### src/rtl/hsd_params.svh
`ifndef HSD_PARAMS_SVH
`define HSD_PARAMS_SVH
`define HSD_OFF_LANG_LO   8'h20
`define HSD_OFF_LANG_HI   8'h21
`define HSD_OFF_SER_LEN   8'h22
`define HSD_OFF_MAK_LEN   8'h23
`define HSD_OFF_PRD_LEN   8'h24
`define HSD_OFF_RSV_2F    8'h2f
`define HSD_OFF_SER_BASE  8'h30
`define HSD_OFF_SER_LAST  8'h4f
`define HSD_OFF_MAK_BASE  8'h50
`define HSD_OFF_MAK_LAST  8'h8f
`define HSD_OFF_PRD_BASE  8'h90
`define HSD_OFF_PRD_LAST  8'hcf
`define HSD_OFF_EXTRA     8'hf0
`define HSD_OFF_RSV_F1    8'hf1
`define HSD_OFF_RSV_F2    8'hf2
`define HSD_OFF_STATUS    8'hf8
`define HSD_RST_LANG_LO   8'h09
`define HSD_RST_LANG_HI   8'h04
`define HSD_RST_SER_LEN   6'h14
`define HSD_MAX_SER_LEN   7'h20
`define HSD_MAX_TXT_LEN   7'h40
`define HSD_MASK_F1       8'hc1
`define HSD_MASK_BIT0     8'h01
`define HSD_IDX_LANG      2'h0
`define HSD_IDX_SER       2'h1
`define HSD_IDX_PRD       2'h2
`define HSD_IDX_MAK       2'h3
`define HSD_RST_CYCLES    4'h4
`define HSD_SUS_SETTLE    2'h2
`endif

### src/rtl/hsd_pkg.sv
package hsd_pkg;
    typedef enum logic [1:0] {HSD_MODE_PIN, HSD_MODE_I2C, HSD_MODE_SMBUS} hsd_mode_t;
    typedef enum {HSD_IDLE, HSD_HOLD, HSD_SBRST} hsd_state_t;
endpackage : hsd_pkg

### src/rtl/hub_string_descriptor_config_regs.sv
`timescale 1ns/10ps
`include "hsd_params.svh"
module hub_string_descriptor_config_regs #(
    parameter int SER_BYTES = 32, // serial byte registers
    parameter int TXT_BYTES = 64  // maker and product byte registers
) (
    input  wire logic              clock, // 10 MHz system clock
    input  wire logic              sys_rst, // sync reset, active high
    input  wire hsd_pkg::hsd_mode_t cfgMode, // current configuration mode
    input  wire logic              i2cLoadDone, // eeprom load finished, pulse
    input  wire logic              customTextEnable, // custom_text_enable setting
    input  wire logic              customSerialEnable, // custom_serial_enable setting
    input  wire logic              ssSuspendPin, // pin sampled for spread disable
    input  wire logic [255:0]      fuseSerial, // die id derived serial bytes
    input  wire logic              regWrite, // register write strobe
    input  wire logic [7:0]        regAddr, // register offset
    input  wire logic [7:0]        regWdata, // write data
    output logic [7:0]             regRdata, // read data, registered
    input  wire logic [1:0]        strIndex, // string descriptor index
    input  wire logic [6:0]        strByte, // byte within string
    output logic [7:0]             strData, // descriptor byte, registered
    output logic [6:0]             strLength, // bytes in selected string, registered
    output logic                   ssSpreadDisable, // ss_spread_disable
    output logic                   configurationHold, // upstream connect blocked
    output logic                   sidebandPortReset // smbus slave reset request
);
    import hsd_pkg::*;
    if (SER_BYTES != 32 || TXT_BYTES != 64) begin : g_bad_size
        $error("byte counts fixed by the map");
    end
    // ----------------------------------------
    // registers
    // ----------------------------------------
    logic [7:0] langLow, langHigh, rsv2f, rsvF1, rsvF2;
    logic [5:0] serLen;
    logic [6:0] makLen, prdLen;
    logic [7:0] serBytes [SER_BYTES];
    logic [7:0] makBytes [TXT_BYTES];
    logic [7:0] prdBytes [TXT_BYTES];
    logic       ssSusSync;
    logic [1:0] spreadSettle;
    hsd_state_t state;
    logic [3:0] rstCount;
    hsd_sync2 u_sus (
        .clock   (clock),
        .sys_rst (sys_rst),
        .din     (ssSuspendPin),
        .dout    (ssSusSync)
    );
    // ----------------------------------------
    // decode
    // ----------------------------------------
    wire        modeCfg   = (cfgMode == HSD_MODE_I2C) || (cfgMode == HSD_MODE_SMBUS);
    wire        wrEn      = regWrite && modeCfg && state != HSD_SBRST;
    wire        hitSer    = regAddr >= `HSD_OFF_SER_BASE && regAddr <= `HSD_OFF_SER_LAST;
    wire        hitMak    = regAddr >= `HSD_OFF_MAK_BASE && regAddr <= `HSD_OFF_MAK_LAST;
    wire        hitPrd    = regAddr >= `HSD_OFF_PRD_BASE && regAddr <= `HSD_OFF_PRD_LAST;
    wire [4:0]  serIdx    = 5'(regAddr - `HSD_OFF_SER_BASE);
    wire [5:0]  makIdx    = 6'(regAddr - `HSD_OFF_MAK_BASE);
    wire [5:0]  prdIdx    = 6'(regAddr - `HSD_OFF_PRD_BASE);
    wire        langWr    = wrEn && customTextEnable;
    wire        serWr     = wrEn && customSerialEnable && hitSer;
    wire        softReset = state == HSD_SBRST && rstCount == `HSD_RST_CYCLES;
    wire        clearAll  = sys_rst || softReset;
    wire        statusWr  = wrEn && regAddr == `HSD_OFF_STATUS;
    // ----------------------------------------
    // configuration bytes
    // ----------------------------------------
    always_ff @(posedge clock) begin
        if (clearAll) begin
            langLow  <= `HSD_RST_LANG_LO;
            langHigh <= `HSD_RST_LANG_HI;
            serLen   <= `HSD_RST_SER_LEN;
            makLen   <= '0;
            prdLen   <= '0;
            rsv2f    <= '0;
            rsvF1    <= '0;
            rsvF2    <= '0;
        end else if (wrEn) begin
            if (langWr && regAddr == `HSD_OFF_LANG_LO) langLow <= regWdata;
            if (langWr && regAddr == `HSD_OFF_LANG_HI) langHigh <= regWdata;
            // lengths beyond the byte array would leak past the string
            if (regAddr == `HSD_OFF_SER_LEN && {2'b00, regWdata[5:0]} <= {1'b0, `HSD_MAX_SER_LEN})
                serLen <= regWdata[5:0];
            if (regAddr == `HSD_OFF_MAK_LEN && regWdata[6:0] <= `HSD_MAX_TXT_LEN)
                makLen <= regWdata[6:0];
            if (regAddr == `HSD_OFF_PRD_LEN && regWdata[6:0] <= `HSD_MAX_TXT_LEN)
                prdLen <= regWdata[6:0];
            if (regAddr == `HSD_OFF_RSV_2F) rsv2f <= regWdata & `HSD_MASK_BIT0;
            if (regAddr == `HSD_OFF_RSV_F1) rsvF1 <= regWdata & `HSD_MASK_F1;
            if (regAddr == `HSD_OFF_RSV_F2) rsvF2 <= regWdata & `HSD_MASK_BIT0;
        end
    end
    // ----------------------------------------
    // spread disable: pin sampled after reset release, then writable
    // ----------------------------------------
    always_ff @(posedge clock) begin
        if (clearAll) begin
            ssSpreadDisable <= 1'b0;
            spreadSettle    <= '0;
        end else if (spreadSettle < `HSD_SUS_SETTLE) begin
            // the synchroniser is cleared by reset, so wait until the pin level has crossed it
            spreadSettle    <= spreadSettle + 2'h1;
        end else if (spreadSettle == `HSD_SUS_SETTLE) begin
            ssSpreadDisable <= ssSusSync;
            spreadSettle    <= spreadSettle + 2'h1;
        end else if (wrEn && regAddr == `HSD_OFF_EXTRA) begin
            ssSpreadDisable <= regWdata[0];
        end
    end
    // ----------------------------------------
    // string byte arrays
    // ----------------------------------------
    always_ff @(posedge clock) begin
        if (clearAll) begin
            for (int i = 0; i < SER_BYTES; i++) serBytes[i] <= fuseSerial[i*8 +: 8];
            for (int i = 0; i < TXT_BYTES; i++) begin
                makBytes[i] <= '0;
                prdBytes[i] <= '0;
            end
        end else begin
            if (serWr) serBytes[serIdx] <= regWdata;
            if (wrEn && hitMak) makBytes[makIdx] <= regWdata;
            if (wrEn && hitPrd) prdBytes[prdIdx] <= regWdata;
        end
    end
    // ----------------------------------------
    // configuration hold and sideband reset sequencer
    // ----------------------------------------
    always_ff @(posedge clock) begin
        if (sys_rst) begin
            state             <= HSD_IDLE;
            configurationHold <= 1'b0;
            sidebandPortReset <= 1'b0;
            rstCount          <= '0;
        end else begin
            case (state)
                HSD_IDLE: begin
                    if (modeCfg) begin
                        configurationHold <= 1'b1;
                        state             <= HSD_HOLD;
                    end
                end
                HSD_HOLD: begin
                    if (cfgMode == HSD_MODE_I2C && i2cLoadDone) begin
                        configurationHold <= 1'b0;
                    end else if (statusWr && regWdata[0]) begin
                        configurationHold <= 1'b0;
                    end
                    if (statusWr && regWdata[1] && cfgMode == HSD_MODE_SMBUS) begin
                        sidebandPortReset <= 1'b1;
                        rstCount          <= '0;
                        state             <= HSD_SBRST;
                    end else if (!modeCfg) begin
                        configurationHold <= 1'b0;
                        state             <= HSD_IDLE;
                    end
                end
                HSD_SBRST: begin
                    rstCount <= rstCount + 4'h1;
                    if (softReset) begin
                        sidebandPortReset <= 1'b0;
                        state             <= HSD_HOLD;
                    end
                end
                default: state <= HSD_IDLE;
            endcase
        end
    end
    // ----------------------------------------
    // register read path
    // ----------------------------------------
    logic [7:0] rdMux;
    always_comb begin
        rdMux = 8'h00;
        case (regAddr)
            `HSD_OFF_LANG_LO: rdMux = langLow;
            `HSD_OFF_LANG_HI: rdMux = langHigh;
            `HSD_OFF_SER_LEN: rdMux = {2'b00, serLen};
            `HSD_OFF_MAK_LEN: rdMux = {1'b0, makLen};
            `HSD_OFF_PRD_LEN: rdMux = {1'b0, prdLen};
            `HSD_OFF_RSV_2F:  rdMux = rsv2f;
            `HSD_OFF_EXTRA:   rdMux = {7'h00, ssSpreadDisable};
            `HSD_OFF_RSV_F1:  rdMux = rsvF1;
            `HSD_OFF_RSV_F2:  rdMux = rsvF2;
            `HSD_OFF_STATUS:  rdMux = {6'h00, sidebandPortReset, configurationHold};
            default: begin
                if (hitSer) rdMux = serBytes[serIdx];
                else if (hitMak) rdMux = makBytes[makIdx];
                else if (hitPrd) rdMux = prdBytes[prdIdx];
                else rdMux = 8'h00;
            end
        endcase
    end
    // ----------------------------------------
    // descriptor byte path
    // ----------------------------------------
    logic [7:0] dMux;
    logic [6:0] lMux;
    always_comb begin
        dMux = 8'h00;
        lMux = 7'h00;
        case (strIndex)
            `HSD_IDX_LANG: begin
                lMux = 7'h02;
                dMux = strByte[0] ? langHigh : langLow;
            end
            `HSD_IDX_SER: begin
                lMux = {1'b0, serLen};
                if (strByte < lMux) dMux = serBytes[strByte[4:0]];
            end
            `HSD_IDX_PRD: begin
                lMux = prdLen;
                if (strByte < lMux) dMux = prdBytes[strByte[5:0]];
            end
            `HSD_IDX_MAK: begin
                lMux = makLen;
                if (strByte < lMux) dMux = makBytes[strByte[5:0]];
            end
            default: dMux = 8'h00;
        endcase
    end
    always_ff @(posedge clock) begin
        if (sys_rst) begin
            regRdata  <= '0;
            strData   <= '0;
            strLength <= '0;
        end else begin
            regRdata  <= rdMux;
            strData   <= dMux;
            strLength <= lMux;
        end
    end
endmodule : hub_string_descriptor_config_regs

### src/rtl/hsd_sync2.sv
`timescale 1ns/10ps
module hsd_sync2 (
    input  wire logic clock, // system clock
    input  wire logic sys_rst, // sync reset
    input  wire logic din, // async level
    output logic      dout // synchronised level
);
    logic stage1;
    always_ff @(posedge clock) begin
        if (sys_rst) begin
            stage1 <= 1'b0;
            dout   <= 1'b0;
        end else begin
            stage1 <= din;
            dout   <= stage1;
        end
    end
endmodule : hsd_sync2

### config.mk
export PLATFORM = sky130hd
export DESIGN_NAME = hub_string_descriptor_config_regs
export DESIGN_NICKNAME = d
export VERILOG_FILES = /design/src/rtl/hsd_pkg.sv /design/src/rtl/hub_string_descriptor_config_regs.sv /design/src/rtl/hsd_sync2.sv
export VERILOG_INCLUDE_DIRS = /design/src /design/src/rtl
export SDC_FILE = /design/constraint.sdc
export NUM_CORES = 2
export LEC_CHECK = 0
export ABC_AREA = 1
export BUFFER_PORTS_ARGS = -buffer_cell sky130_fd_sc_hd__buf_2
export CELL_PAD_IN_SITES_DETAIL_PLACEMENT = 0
export CELL_PAD_IN_SITES_GLOBAL_PLACEMENT = 2
export CORE_UTILIZATION = 35
export CTS_BUF_LIST = sky130_fd_sc_hd__clkbuf_2
export DETAILED_ROUTE_END_ITERATION = 8
export GPL_ROUTABILITY_DRIVEN = 0
export PLACE_DENSITY_LB_ADDON = 0.1
export SLEW_MARGIN = 0
export SYNTH_ARGS = -nofsm -noshare
export SYNTH_HDL_FRONTEND = slang
export SYNTH_HIERARCHICAL = 1
export SYNTH_SLANG_ARGS = --single-unit
export TNS_END_PERCENT = 20
### constraint.sdc
create_clock -name clock -period 2.4 [get_ports clock]
set_input_delay 0.24 -clock clock [delete_from_list [all_inputs] [get_ports clock]]
set_output_delay 0.24 -clock clock [all_outputs]
set_load 0.1 [all_outputs]
== Yosys cells after proc, flatten, opt, wreduce, memory -nomap -nowiden ==
Memories as Yosys holds them, arrays and structs flattened.
Index checks and enable logic that the tools add are counted.

* Bits in registers: 107
* Bits in latches: 0
* Bits in writable memories: 1280
* ROM bits: 0
* Input port bits: 290
* Logic and storage cells: 161
* Memories kept: 3

{| class="wikitable"
|+ Memories
! memory !! depth !! width !! rd ports !! clocked after Yosys merged registers in !! wr ports !! RTL line !! RTL
|-
| makBytes || 64 || 8 || 2 || 0 || 64 || hub_string_descriptor_config_regs.sv:38 || <nowiki>logic [7:0] makBytes [TXT_BYTES];</nowiki>
|-
| prdBytes || 64 || 8 || 2 || 0 || 64 || hub_string_descriptor_config_regs.sv:39 || <nowiki>logic [7:0] prdBytes [TXT_BYTES];</nowiki>
|-
| serBytes || 32 || 8 || 2 || 0 || 32 || hub_string_descriptor_config_regs.sv:37 || <nowiki>logic [7:0] serBytes [SER_BYTES];</nowiki>
|}

* $add $sub $neg: 5
* Multipliers: 0
* Div/mod/pow operators: 0
* Order comparisons: 12
* Equal/unequal tests: 25
* Shifts and indexed selects: 0
* Muxes and demuxes: 50
* Bitwise gates (word level): 1
* Reductions and logical operators: 46

{| class="wikitable"
|+ Operator list
! operator !! number
|-
| $mux W32 || 4
|-
| $pmux W32 S3 || 1
|-
| $mux W8 || 10
|-
| $pmux W8 S10 || 1
|-
| $eq A8 B6 Y1 const B || 6
|-
| $eq A32 B1 Y1 const B || 1
|-
| $eq A32 B2 Y1 const B || 1
|-
| $eq A32 B3 Y1 const B || 1
|-
| $eq A8 B8 Y1 const B || 4
|-
| $logic_not A32 Y1 || 1
|-
| $ne A32 B3 Y1 const B || 1
|-
| $pmux W8 S4 || 1
|-
| $pmux W7 S4 || 1
|-
| $reduce_or A8 Y1 || 3
|-
| $mux W1 || 23
|-
| $logic_and A1 B1 Y1 || 22
|-
| $reduce_and A2 Y1 || 11
|-
| $le A8 B8 Y1 const B || 2
|-
| $lt A7 B7 Y1 || 2
|-
| $mux W6 || 2
|-
| $sub A6 B5 Y6 const B || 2
|-
| $eq A2 B2 Y1 const B || 4
|-
| $ge A8 B6 Y1 const B || 1
|-
| $ge A8 B7 Y1 const B || 1
|-
| other kinds (23) || 33
|}

== Depth between registers and ports, before layout ==
* Depth after elaboration: 11
* Gate-level depth with buffers: 16
* Gate-level depth less buffers: 15

== Modules after synthesis ==
Netlist, hierarchy kept.

{| class="wikitable"
|+ Modules (own cells, without submodules)
! module !! instances !! cells each !! area each (um2)
|-
| hub_string_descriptor_config_regs || 1 || 9596 || 74779.2
|-
| hsd_sync2 || 1 || 6 || 55.1
|}

== Worst setup path after synthesis ==
No wires, ideal clock.

* Kind: input-to-reg
* Start: input regAddr[4]
* End: memory serBytes[7][0] (enable)
* Library setup time: 329 ps
* Arrival: 2140 ps
* Required time: 2071 ps
* Slack: -68 ps
* Stages: 13
* Path through: inv_1 > ha_1 > clkbuf_1 > nand2_1 > nor2_4 > nor3_2 > nor2_8 > nand4_4 > inv_2 > buf_6 > nand3_4 > buf_2 > nand2_1

{| class="wikitable"
|+ RTL lines
! item !! RTL line !! RTL
|-
| from (decl) || hub_string_descriptor_config_regs.sv:16 || <nowiki>input wire logic [7:0] regAddr,</nowiki>
|-
| to (decl) || hub_string_descriptor_config_regs.sv:37 ||
|}

== Worst setup path in the final report ==
* Start: register strData[1]
* End: output strData[1]

{| class="wikitable"
|+ RTL lines
! item !! RTL line !! RTL
|-
| from (decl) || hub_string_descriptor_config_regs.sv:21 || <nowiki>output logic [7:0] strData,</nowiki>
|-
| from (signal assigned) || hub_string_descriptor_config_regs.sv:230 || <nowiki>strData <= dMux;</nowiki>
|}

No word-level cell between the ends.

==> reports/qor.csv <==
stage,metric,value,unit
synthesis,largest family of logic cells by synthesized area,simple AND/OR/NAND/NOR gates,
final_layout,final instance area,105000,sq um
synthesis,commonest cells in the netlist,"nand2_1, nand3_1, nor2_1",
worst_setup_path,critical path type,reg -> out,
min_path,hold_sp,regAddr[7],
clocking,clock transition at the registers of the reported paths,0.09,ns
placement,Placed Cells,13243,
route,DRT iter0 DRCs,8848,
sta,Layout Skew,0.156,ns
worst_setup_path,crit-path leading delay family,flip-flops,
clocking,CTS sink cnt,1357,
synthesis,mux cell area share after synthesis,0,%
synthesis,"top cells by area, synth","edfxtp_1, nand2_1, nand3_1",
sta,Fmax,352,MHz
sta,"Slew Viols, Final",0,
synthesis,Post-synth EDFFs,1280,
worst_setup_path,critical path launch point type,register,
power_and_ir_drop,Pwr per Cell Area,529,nW/um^2
worst_setup_path,critical-path maximum fanout,1,
synthesis,synthesized cell area,74800,sq um
clocking,Clock Latency Late Sink,2.06,ns
worst_setup_path,CP Launch Point,strData[1],
power_and_ir_drop,Leak,46.0,nW
synthesis,#FFs+latches synth,1357,
global_route,vias in the first global route,80183,
sta,crit share post-route,118,%
worst_setup_path,slowest cell on the critical path,dfxtp_4,
synthesis,post-synthesis adder-cell area fraction,0.468,%
global_route,Tot GR Track Use,35.7,%
synthesis,Mapped Cells,9602,
worst_setup_path,critical path's largest stage delay,0.41,ns
placement,Post-DP Area,90500,sq um
synthesis,fraction of registers with async set or reset after synthesis,0,%
worst_setup_path,FF-to-FF path depth,14,
floorplan,Core Box Area,212000,sq um
floorplan,Die ar.,216000,sq um
placement,Port Buf Inserts,315,
placement,DP HPWL,269000,um
synthesis,top_reg_cell synth,edfxtp_1,
route,Routed Antenna Nets,0,
floorplan,overall die height,464,um
synthesis,Netlist cell types,48,
power_and_ir_drop,VDD IR-drop max,0.569,mV
route,WL final,395000,um
route,drt pass-1 iters,8,
sta,Rel. slew slack,4.36,%
clocking,Root Driver,clkbuf_2,
synthesis,Synth Area in Compound Gates,4.91,%
final_layout,Finished Layout Cells,14947,
worst_setup_path,CP Capture Type,output pin,
clocking,TritonCTS clock tree,done,
route,vias,81627,
clocking,H-tree level count,5,
worst_setup_path,"setup slack, reg-to-reg",-0.03,ns
sta,minimum clock period,2.84,ns
worst_setup_path,Worst Path Required,2.16,ns
sta,final setup fails,289,
floorplan,Initial Util,35.2,%
synthesis,post-synth top area cell,edfxtp_1,
synthesis,cell with the most instances after synthesis,nand2_1,
status,outcome,finished with violations,
sta,RSZ-0062 raised after global routing,yes,
min_path,WHS Path Cells,10,
run,max cap viols,0,
sta,Worst Tran Pin Value,1.43,ns
synthesis,Mean Syn Cell Area,7.79,sq um
min_path,Worst Hold End,makBytes[21][4],
worst_setup_path,r2r endpoint,serBytes[26][7],
synthesis,post-synthesis xor/xnor area fraction,0.0117,%
sta,Fin. Hold Viols,0,
min_path,Hold Path Class,in -> reg,
route,DRC Markers,0,
synthesis,Syn Nets,9920,
worst_setup_path,CP Buf/Inv Count,1,
clocking,Max Buffers Root-to-Sink,4,
synthesis,warning count from the yosys run,6,
synthesis,top cell type's share of synthesized area,51.4,%
worst_setup_path,WP data arrival,2.60,ns
worst_setup_path,Crit Reg-Reg Startpoint,state[0],
sta,post-route setup slack,-0.442,ns
floorplan,# rows,169,
final_layout,layout cells sized above 1,19.5,%
global_route,first-pass GRT wire length,558000,um
final_layout,Layout area overhead,40.6,%
global_route,largest net degree at the start of global routing,61,
synthesis,post-synthesis simple-gate area fraction,36.6,%
floorplan,Die X,464,um
clocking,CTS buffer count,391,
floorplan,I/O pins,316,
final_layout,Final nets,12162,
global_route,grt total ovfl,0,
global_route,initial antenna violation count,20,
route,Avg WL per Cell,26.5,um
status,failing checks,setup timing,
synthesis,post-synthesis sequential area ratio,53.4,%
route,Vias/cell,5.46,
sta,setup TNS,-20.81,ns
worst_setup_path,cells along the critical path,buf_12,
stage by stage:
stage	setup WS (ns)	utilization (%)	hold WS, ns	power [W]
after floorplan	-0.0149	-	0.311	0.0316
after global placement	-0.914	42.6	0.392	0.0372
after detailed placement	-0.882	42.6	0.396	0.0372
after CTS	-0.653	49.2	0.000115	0.0555
after global routing	-0.539	49.6	-0.00177	0.0577
final	-0.442	49.6	0.0346	0.0557
power breakdown:
group | internal, W | leakage (nW) | switching [W]
logic | 0.00439 | 29.6 | 0.00682
clock network | 0.00642 | 2.56 | 0.0108
registers | 0.0267 | 13.8 | 0.000582
repair_timing:
item,4_1_cts,5_1_grt
hold endpoints to repair,2637,80
pin swaps,4,14
gates resized for setup,170,181
buffers inserted,12,30
gates cloned,4,10
setup endpoints to repair,962,2644
hold buffers,984,6
logic make-up (layout without fill, tap and decap cells):
| group | Yosys count | in the layout |
|---|---|---|
| DFF | 1357 | 1357 |
| adders and majority gates | 28 | 28 |
| buffers and inverters | 875 | 3383 |
| and+or+nand+nor | 6687 | 6693 |
| other | 0 | 10 |
| AOI/OAI and AO/OA | 654 | 654 |
| xor gates and xnor gates | 1 | 1 |
state kept, by name, summed over array words and instances, names as in the netlist, 2 cells and up:
signal and flops:
prdLen 7, langLow 8, regRdata 8, rstCount 4, langHigh 8, serLen 6
serBytes 256, state 2, prdBytes 512, makLen 7, makBytes 512, strData 8
rsvF1 3, strLength 7, spreadSettle 2
worst max path at each step:
| stage | depth (start not counted) | endpoint |
|---|---|---|
| 2_1_floorplan | 12 | serBytes[13][0] |
| 3_3_place_gp | 13 | regRdata[4] |
| 3_5_place_dp | 13 | regRdata[4] |
| 4_1_cts | 1 | strData[7] |
| 5_1_grt | 1 | strData[7] |
| 6_report | 1 | strData[1] |
layout by cell type (no fill, tap or decap), types with 5 or more instances in the layout:
cell | Yosys | routed
nand2_1 | 3841 | 3769
nand3_1 | 1423 | 1398
edfxtp_1 | 1280 | 1280
nor2_1 | 1295 | 1274
dlygate4sd3_1 | 0 | 977
buf_4 | 5 | 884
clkbuf_2 | 0 | 559
buf_12 | 0 | 349
o21ai_0 | 313 | 296
buf_2 | 107 | 284
a21oi_1 | 165 | 162
inv_1 | 150 | 135
a22oi_1 | 103 | 103
nand4_1 | 90 | 90
clkinv_1 | 6 | 86
nand2_2 | 2 | 65
dfxtp_1 | 77 | 49
buf_6 | 1 | 45
o21ai_1 | 17 | 34
ha_1 | 28 | 28
nand3_2 | 0 | 27
inv_2 | 13 | 19
nor2_4 | 5 | 19
nand3_4 | 10 | 14
o211ai_1 | 14 | 14
clkinv_2 | 0 | 14
dfxtp_4 | 0 | 14
dfxtp_2 | 0 | 14
nor2_2 | 4 | 11
diode_2 | 0 | 10
o22ai_1 | 9 | 9
inv_8 | 0 | 8
nor3_1 | 9 | 8
a211oi_1 | 7 | 7
nand2_4 | 1 | 5
nand2_8 | 0 | 5
a31oi_1 | 5 | 5
worst reg2reg max path, delay by kind of cell (launching register included):
| family | cells | cell delay, ns |
|---|---|---|
| simple gates | 5 | 0.53 |
| compound gates | 1 | 0.08 |
| buf+inv | 8 | 1.06 |
| flops | 1 | 0.43 |
metal layers:
layer	global-route usage [%]	part of all wire [%]	vias to the layer above
met3	5.86	8.2	1158
met2	58.6	47	4672
met4	21.5	7.0	10
met5	0	0.016	-
met1	43.9	38	39050
li1	-	-	36737
cell type report:
| cell class | instances | area, sq um |
|---|---|---|
| Clock buffer | 559 | 2800 |
| Sequential cell | 1357 | 40000 |
| Inverter | 170 | 769 |
| Fill cell | 20211 | 107000 |
| Timing Repair Buffer | 2548 | 25500 |
| Multi-Input combinational cell | 7376 | 32000 |
| Clock inverter | 106 | 478 |
| Antenna cell | 10 | 25.0 |
| Tap cell | 2821 | 3530 |
Note: power is estimated with default switching activity, not from simulation.
